File: config.mk
export PLATFORM = sky130hd
export DESIGN_NAME = sralis_top
export DESIGN_NICKNAME = d
export VERILOG_FILES = /design/src/sralis_pkg.sv /design/src/sralis_top.sv
export SDC_FILE = /design/constraint.sdc
export NUM_CORES = 1
export LEC_CHECK = 0
export BUFFER_PORTS_ARGS = -buffer_cell sky130_fd_sc_hd__buf_4
export CORE_MARGIN = 2
export CORE_UTILIZATION = 53
export CTS_BUF_LIST = sky130_fd_sc_hd__clkbuf_4 sky130_fd_sc_hd__clkbuf_8 sky130_fd_sc_hd__clkbuf_16
export DETAILED_ROUTE_END_ITERATION = 10
export GPL_ROUTABILITY_DRIVEN = 1
export HOLD_SLACK_MARGIN = 0.06
export PLACE_DENSITY = 0.79
export SKIP_CTS_REPAIR_TIMING = 1
export SLEW_MARGIN = 10
export SYNTH_ARGS = -nofsm -noshare
export SYNTH_HDL_FRONTEND = slang
export SYNTH_SLANG_ARGS = --single-unit
export TNS_END_PERCENT = 10
File: constraint.sdc
create_clock -name i_sys_clk -period 2 [get_ports i_sys_clk]
set_clock_uncertainty 0.1 [all_clocks]
set_input_delay 0.2 -clock i_sys_clk [delete_from_list [all_inputs] [get_ports i_sys_clk]]
set_output_delay 0.2 -clock i_sys_clk [all_outputs]
set_load 0.005 [all_outputs]
File: src/sralis_pkg.sv
package sralis_pkg;
  // register offsets
  localparam logic [7:0] PROX_RESULT_ALIGNMENT_OFS = 8'h05;
  localparam logic [7:0] AMBIENT_RESULT_ALIGNMENT_OFS = 8'h06;
  localparam logic [7:0] PROX1_INPUT_SELECT_OFS = 8'h07;
  localparam logic [7:0] PROX2_INPUT_SELECT_OFS = 8'h08;
  localparam logic [7:0] PROX3_INPUT_SELECT_OFS = 8'h09;
  localparam logic [7:0] PROX_CONVERTER_MISC_OFS = 8'h0c;
  localparam logic [7:0] SEQ_STATUS_OFS = 8'h0d;

  // field positions
  localparam int PROX1_LOW_BITS_POS = 4;
  localparam int PROX2_LOW_BITS_POS = 5;
  localparam int PROX3_LOW_BITS_POS = 6;
  localparam int AMBIENT_INFRARED_LOW_BITS_POS = 5;
  localparam int AMBIENT_VISIBLE_LOW_BITS_POS = 4;
  localparam int PROX_CONVERTER_MODE_POS = 2;

  // writable bit masks
  localparam logic [7:0] PROX_ALIGN_WMASK = 8'h70;
  localparam logic [7:0] AMBIENT_ALIGN_WMASK = 8'h30;
  localparam logic [7:0] PROX_MISC_WMASK = 8'h04;

  // reset values
  localparam logic [7:0] PROX_ALIGN_RST = 8'h00;
  localparam logic [7:0] AMBIENT_ALIGN_RST = 8'h00;
  localparam logic [7:0] PROX_SELECT_RST = 8'h03;
  localparam logic [7:0] PROX_MISC_RST = 8'h04;

  // converter input select codes
  localparam logic [7:0] SEL_LARGE_IR = 8'h03;
  localparam logic [7:0] SEL_SMALL_IR = 8'h00;
  localparam logic [7:0] SEL_VISIBLE = 8'h02;
  localparam logic [7:0] SEL_NO_DIODE = 8'h06;
  localparam logic [7:0] SEL_GROUND = 8'h25;
  localparam logic [7:0] SEL_TEMPERATURE = 8'h65;
  localparam logic [7:0] SEL_SUPPLY = 8'h75;

  // measurement channels
  localparam logic [2:0] CHAN_PROX1 = 3'h0;
  localparam logic [2:0] CHAN_PROX2 = 3'h1;
  localparam logic [2:0] CHAN_PROX3 = 3'h2;
  localparam logic [2:0] CHAN_AMB_VIS = 3'h3;
  localparam logic [2:0] CHAN_AMB_IR = 3'h4;
endpackage : sralis_pkg

File: src/sralis_top.sv
`timescale 1ns/100ps
module sralis_top (
  input wire logic i_sys_clk,
  input wire logic i_rst_b,
  input wire logic [7:0] i_reg_addr,
  input wire logic [7:0] i_reg_wdata,
  input wire logic i_reg_wr,
  input wire logic i_reg_rd,
  output logic [7:0] o_reg_rdata,
  input wire logic i_meas_start,
  input wire logic [2:0] i_meas_chan,
  input wire logic [2:0] i_led_request,
  input wire logic i_conv_valid,
  input wire logic [2:0] i_conv_chan,
  input wire logic [16:0] i_conv_result,
  output logic [7:0] o_adc_input_sel,
  output logic o_adc_sel_legal,
  output logic [2:0] o_led_drive,
  output logic o_raw_mode,
  output logic o_result_valid,
  output logic [2:0] o_result_chan,
  output logic [15:0] o_result_data
);

  logic [7:0] prox_result_alignment_r;
  logic [7:0] ambient_result_alignment_r;
  logic [7:0] prox1_input_select_r;
  logic [7:0] prox2_input_select_r;
  logic [7:0] prox3_input_select_r;
  logic [7:0] prox_converter_misc_r;
  logic [2:0] last_chan_r;
  logic last_legal_r;
  logic [7:0] rdata_nxt;
  logic prox_converter_mode;
  logic [7:0] sel_nxt;
  logic low_bits_nxt;

  // input select code check against current mode
  function automatic logic sel_is_legal(input logic [7:0] sel, input logic normal);
    logic ok;
    ok = 1'b0;
    if (sel == sralis_pkg::SEL_LARGE_IR || sel == sralis_pkg::SEL_SMALL_IR) begin
      ok = 1'b1;
    end else if (!normal) begin
      ok = (sel == sralis_pkg::SEL_VISIBLE) ||
           (sel == sralis_pkg::SEL_NO_DIODE) ||
           (sel == sralis_pkg::SEL_GROUND) ||
           (sel == sralis_pkg::SEL_TEMPERATURE) ||
           (sel == sralis_pkg::SEL_SUPPLY);
    end
    return ok;
  endfunction : sel_is_legal

  // picks 16 of the 17 converter bits
  function automatic logic [15:0] align16(input logic [16:0] res, input logic low);
    return low ? res[15:0] : res[16:1];
  endfunction : align16

  assign prox_converter_mode = prox_converter_misc_r[sralis_pkg::PROX_CONVERTER_MODE_POS];

  // alignment registers, reserved bits masked
  always_ff @(posedge i_sys_clk or negedge i_rst_b) begin
    if (!i_rst_b) begin
      prox_result_alignment_r <= sralis_pkg::PROX_ALIGN_RST;
      ambient_result_alignment_r <= sralis_pkg::AMBIENT_ALIGN_RST;
    end else if (i_reg_wr) begin
      if (i_reg_addr == sralis_pkg::PROX_RESULT_ALIGNMENT_OFS) begin
        prox_result_alignment_r <= i_reg_wdata & sralis_pkg::PROX_ALIGN_WMASK;
      end
      if (i_reg_addr == sralis_pkg::AMBIENT_RESULT_ALIGNMENT_OFS) begin
        ambient_result_alignment_r <= i_reg_wdata & sralis_pkg::AMBIENT_ALIGN_WMASK;
      end
    end
  end

  // input select registers, all eight bits stored
  always_ff @(posedge i_sys_clk or negedge i_rst_b) begin
    if (!i_rst_b) begin
      prox1_input_select_r <= sralis_pkg::PROX_SELECT_RST;
      prox2_input_select_r <= sralis_pkg::PROX_SELECT_RST;
      prox3_input_select_r <= sralis_pkg::PROX_SELECT_RST;
    end else if (i_reg_wr) begin
      if (i_reg_addr == sralis_pkg::PROX1_INPUT_SELECT_OFS) begin
        prox1_input_select_r <= i_reg_wdata;
      end
      if (i_reg_addr == sralis_pkg::PROX2_INPUT_SELECT_OFS) begin
        prox2_input_select_r <= i_reg_wdata;
      end
      if (i_reg_addr == sralis_pkg::PROX3_INPUT_SELECT_OFS) begin
        prox3_input_select_r <= i_reg_wdata;
      end
    end
  end

  // converter mode register, only the mode bit kept
  always_ff @(posedge i_sys_clk or negedge i_rst_b) begin
    if (!i_rst_b) begin
      prox_converter_misc_r <= sralis_pkg::PROX_MISC_RST;
    end else if (i_reg_wr && i_reg_addr == sralis_pkg::PROX_CONVERTER_MISC_OFS) begin
      prox_converter_misc_r <= i_reg_wdata & sralis_pkg::PROX_MISC_WMASK;
    end
  end

  // read mux, unmapped reads zero
  always_comb begin
    rdata_nxt = 8'h00;
    unique case (i_reg_addr)
      sralis_pkg::PROX_RESULT_ALIGNMENT_OFS: rdata_nxt = prox_result_alignment_r;
      sralis_pkg::AMBIENT_RESULT_ALIGNMENT_OFS: rdata_nxt = ambient_result_alignment_r;
      sralis_pkg::PROX1_INPUT_SELECT_OFS: rdata_nxt = prox1_input_select_r;
      sralis_pkg::PROX2_INPUT_SELECT_OFS: rdata_nxt = prox2_input_select_r;
      sralis_pkg::PROX3_INPUT_SELECT_OFS: rdata_nxt = prox3_input_select_r;
      sralis_pkg::PROX_CONVERTER_MISC_OFS: rdata_nxt = prox_converter_misc_r;
      sralis_pkg::SEQ_STATUS_OFS: rdata_nxt = {4'h0, last_legal_r, last_chan_r};
      default: rdata_nxt = 8'h00;
    endcase
  end

  // read data valid the cycle after the strobe only
  always_ff @(posedge i_sys_clk or negedge i_rst_b) begin
    if (!i_rst_b) begin
      o_reg_rdata <= 8'h00;
    end else if (i_reg_rd) begin
      o_reg_rdata <= rdata_nxt;
    end else begin
      o_reg_rdata <= 8'h00;
    end
  end

  // select code per channel, shared encoding for all three
  always_comb begin
    sel_nxt = prox1_input_select_r;
    unique case (i_meas_chan)
      sralis_pkg::CHAN_PROX2: sel_nxt = prox2_input_select_r;
      sralis_pkg::CHAN_PROX3: sel_nxt = prox3_input_select_r;
      default: sel_nxt = prox1_input_select_r;
    endcase
  end

  // converter input routing at measurement start
  always_ff @(posedge i_sys_clk or negedge i_rst_b) begin
    if (!i_rst_b) begin
      o_adc_input_sel <= sralis_pkg::PROX_SELECT_RST;
      o_adc_sel_legal <= 1'b1;
      last_chan_r <= 3'h0;
      last_legal_r <= 1'b1;
    end else if (i_meas_start && i_meas_chan <= sralis_pkg::CHAN_PROX3) begin
      o_adc_input_sel <= sel_nxt;
      o_adc_sel_legal <= sel_is_legal(sel_nxt, prox_converter_mode);
      last_chan_r <= i_meas_chan;
      last_legal_r <= sel_is_legal(sel_nxt, prox_converter_mode);
    end
  end

  // led drive gated off in raw mode
  always_ff @(posedge i_sys_clk or negedge i_rst_b) begin
    if (!i_rst_b) begin
      o_led_drive <= 3'h0;
      o_raw_mode <= 1'b0;
    end else begin
      o_led_drive <= prox_converter_mode ? i_led_request : 3'h0;
      o_raw_mode <= !prox_converter_mode;
    end
  end

  // alignment bit for the finished channel
  always_comb begin
    low_bits_nxt = 1'b0;
    unique case (i_conv_chan)
      sralis_pkg::CHAN_PROX1: low_bits_nxt =
        prox_result_alignment_r[sralis_pkg::PROX1_LOW_BITS_POS];
      sralis_pkg::CHAN_PROX2: low_bits_nxt =
        prox_result_alignment_r[sralis_pkg::PROX2_LOW_BITS_POS];
      sralis_pkg::CHAN_PROX3: low_bits_nxt =
        prox_result_alignment_r[sralis_pkg::PROX3_LOW_BITS_POS];
      sralis_pkg::CHAN_AMB_IR: low_bits_nxt =
        ambient_result_alignment_r[sralis_pkg::AMBIENT_INFRARED_LOW_BITS_POS];
      sralis_pkg::CHAN_AMB_VIS: low_bits_nxt =
        ambient_result_alignment_r[sralis_pkg::AMBIENT_VISIBLE_LOW_BITS_POS];
      default: low_bits_nxt = 1'b0;
    endcase
  end

  // reported 16-bit result
  always_ff @(posedge i_sys_clk or negedge i_rst_b) begin
    if (!i_rst_b) begin
      o_result_valid <= 1'b0;
      o_result_chan <= 3'h0;
      o_result_data <= 16'h0000;
    end else begin
      o_result_valid <= i_conv_valid && i_conv_chan <= sralis_pkg::CHAN_AMB_IR;
      if (i_conv_valid) begin
        o_result_chan <= i_conv_chan;
        o_result_data <= align16(i_conv_result, low_bits_nxt);
      end
    end
  end

endmodule : sralis_top

==> flow_summary.yaml <==
synth:
  synth_edf_count: 0
  synth_largest_area_cell: "dfrtp_1"
  netlist_area_sq_um: 3607
  syn-num-nets: 366
  synthCells: 318
  synth_top_family_by_area: "multiplexers"
  yosys_warnings: 0
  synth-seq-area-share_pct: 51.68
  ys_ff_latch: 74
  ys.flop_type: "dfrtp_1"
  yosysMostFrequentCell: "dfrtp_1"
  synthMuxAreaShare_pct: 19.32
  synth_simple_gate_area_share_pct: 13.25
  synthAdderAreaFrac_pct: 0.2775
  async_flop_share_pct: 100.0
  synthDistinctLibCells: 42
  synth_commonest_cells: "dfrtp_1, nor2_1, mux2_2"
  synthXorXnorAreaFrac_pct: 0
  synth-compound-area-share_pct: 12.66
  synthTopCellsByArea: "dfrtp_1, mux2_2, dfstp_2"
  netlist.area_leader.share_pct: 44.40
  avgSynthCellArea_sq_um: 11.34
die:
  core_area_sq_um: 6681
  fp-row-count: 30
  ios: 89
  die_area_sq_um: 7482
  die_w_microns: 86.50
  die_h_microns: 86.50
  start_util_pct: 53.99
sta:
  max_freq_ghz: 0.5370
  finalWorstSetupSlack_ns: 0.1378
  worstMarginPinSlew_ns: 0.5717
  setup_tns_ns: 0
  final_max_slew_viol_count: 0
  finalSetupViolCount: 0
  finalCritPeriodShare_pct: 93.11
  fin_hold_ws_ns: 0.04831
  max_slew_margin_pct: 61.88
  fin_crit_ns: 1.862
  rsz0062_at_grt: "no"
  hold_viol_final: 0
power:
  cellPowerDensity_nw_per_um2: 767.1
  pwr-share-comb_pct: 15.0
  pwr-share-seq_pct: 46.1
  leakage_nw: 2.278
  irDropWorstVdd_mv: 0.4575
  power_w: 0.003661
  swShare_pct: 24.47
  p_clk_share_pct: 38.8
  p_sw_w: 0.0008960
  intPower_w: 0.002766
global_route:
  grt_util_all_layers_pct: 23.63
  grt-ovfl-total: 0
  grt_pass1_vias: 2716
  grt_pass1_wl_mm: 13.66
  grt_max_degree: 44
  antenna_found_initial: 0
setup_path:
  end_kind: "flip-flop"
  reg2reg_from: "prox1_input_select_r[1]$_DFFE_PN1P_"
  required_ns: 2.21
  cp.arrival_ns: 2.07
  critPathLaunchType: "flip-flop"
  worstSetupPathType: "flip-flop to flip-flop"
  timing.rr.end: "o_adc_sel_legal$_DFFE_PN1P_"
  crit_fanout: 4
  rr_worst_depth: 6
  r2r_slack_ns: 0.14
clock_tree:
  cts_tree: "done"
  clk_latency_ns: 0.36
  htree_num_levels: 3
  cts_max_path_buffers: 2
  cts_sinks: 74
  cts_root_buf: "clkbuf_8"
  clk_pin_slew_worst_paths_ns: 0.08
  numCtsBuffers: 9
route:
  wl_per_cell_microns: 16.82
  dr_total_vias: 2864
  first_pass_iters: 4
  routed_wl_mm: 8.560
  drcViolationCount: 0
  ant_nets: 0
  avgViaCountPerCell: 5.627
  first_iter_violations: 136
cells_and_area:
  diodes: 0
  fin_nets: 472
  syn2layout_area_growth_pct: 32.33
  layout-drive-gt1-share_pct: 40.79
  nFillCells: 487
min_path:
  hold_depth: 3
  hp-class: "input pin to flip-flop"
  hold_start: "i_conv_result[8]"
  whs_endpoint: "o_result_data[7]$_DFFE_PN0P_"
placed_design:
  dp_hpwl_mm: 6.056
  dp_slack_ns: 0.05833
  port_buffers: 88
  place.gp.congestion: 0.8612
flow_run:
  maxCapViolations: 0
status:
  outcome: "completed"
final cells by class:
type / count / area, sq um / area share [%]
clock inverter: 6 / 115.1 / 2.412
inverter: 4 / 15.01 / 0.3145
sequential: 74 / 1864 / 39.06
timing repair buffer: 112 / 905.9 / 18.98
clock buffer: 10 / 131.4 / 2.752
multi-input combinational: 223 / 1642 / 34.39
tap: 80 / 100.1 / 2.097
critical path, stage by stage, from the launching register on:
cell      delay (ns)
dfstp_2         0.58
nor2b_1         0.06
o21ai_0         0.22
o221ai_1        0.25
maj3_1          0.37
nand3_1         0.08
and3_1          0.16
kinds of logic (layout without fill, tap and decap cells):
logic type               count (synthesis)  count (layout)
AND/OR/NAND/NOR                         93              93
flip-flops                              74              74
adder cells (fa/ha/maj)                  1               1
multiplexers                            60              60
buffers and inverters                   21             132
AO/OA/AOI/OAI                           69              69
worst max-delay path by stage:
stage               cells after the start  slack (ns)                                   to                                 from
floorplan                               6        0.35  prox1_input_select_r[2]$_DFFE_PN0P_                        i_reg_addr[5]
global placement                        7        0.13  prox1_input_select_r[7]$_DFFE_PN0P_                        i_reg_addr[5]
detailed placement                      7        0.06  prox1_input_select_r[2]$_DFFE_PN0P_                        i_reg_addr[5]
CTS                                     6        0.14          o_adc_sel_legal$_DFFE_PN1P_  prox1_input_select_r[1]$_DFFE_PN1P_
global route                            8        0.01         o_result_data[2]$_DFFE_PN0P_                       i_conv_chan[1]
finish                                  6        0.14          o_adc_sel_legal$_DFFE_PN1P_  prox1_input_select_r[1]$_DFFE_PN1P_
layer usage:
layer  vias to the layer above  global-route usage (%)  wire length, microns
li1                       1367                       -                     -
met1                      1407                   33.67                  3834
met2                        72                   35.73                  4249
met3                        18                   4.571                   285
met4                         0                   9.517                   190
met5                         -                       0                     0
flip-flops by register name, indices dropped and copies added, names as in the netlist:
name / cells
o_raw_mode: 1
last_chan_r: 3
prox_converter_misc_r: 1
prox2_input_select_r: 8
prox_result_alignment_r: 3
o_result_data: 16
o_led_drive: 3
o_result_valid: 1
ambient_result_alignment_r: 2
o_adc_input_sel: 8
prox1_input_select_r: 8
o_adc_sel_legal: 1
o_result_chan: 3
prox3_input_select_r: 8
o_reg_rdata: 8
per-stage QoR:
stage	instances	area [sq um]	utilization, %
4_1_cts	493	4613	69.04
6_report	509	4773	71.44
3_5_place_dp	477	4367	65.36
3_3_place_gp	477	4367	65.36
2_1_floorplan	318	3607	-
5_1_grt	509	4773	71.44
cell usage in the layout, fill, tap and decap left out, types with 6 or more instances in the layout:
| cell | count |
|---|---|
| mux2_2 | 35 |
| o21ai_0 | 13 |
| dfrtp_1 | 64 |
| dfstp_2 | 10 |
| nand2_1 | 15 |
| clkbuf_8 | 9 |
| nor2b_1 | 9 |
| dlygate4sd3_1 | 16 |
| mux2_4 | 8 |
| a22oi_1 | 6 |
| mux2i_1 | 16 |
| a21oi_1 | 26 |
| nor2_1 | 39 |
| and2_1 | 6 |
| buf_4 | 94 |
power by group through the flow:
stage	Clock [W]	Combinational, W	Sequential [W]
final	0.00142	0.000551	0.00169
after global routing	0.00150	0.000607	0.00170
after CTS	0.00144	0.000528	0.00169
after detailed placement	0	0.000526	0.00172
after global placement	0	0.000512	0.00171
after floorplan	0	0.000243	0.00170
No activity file was read; power rests on OpenSTA's default activity.
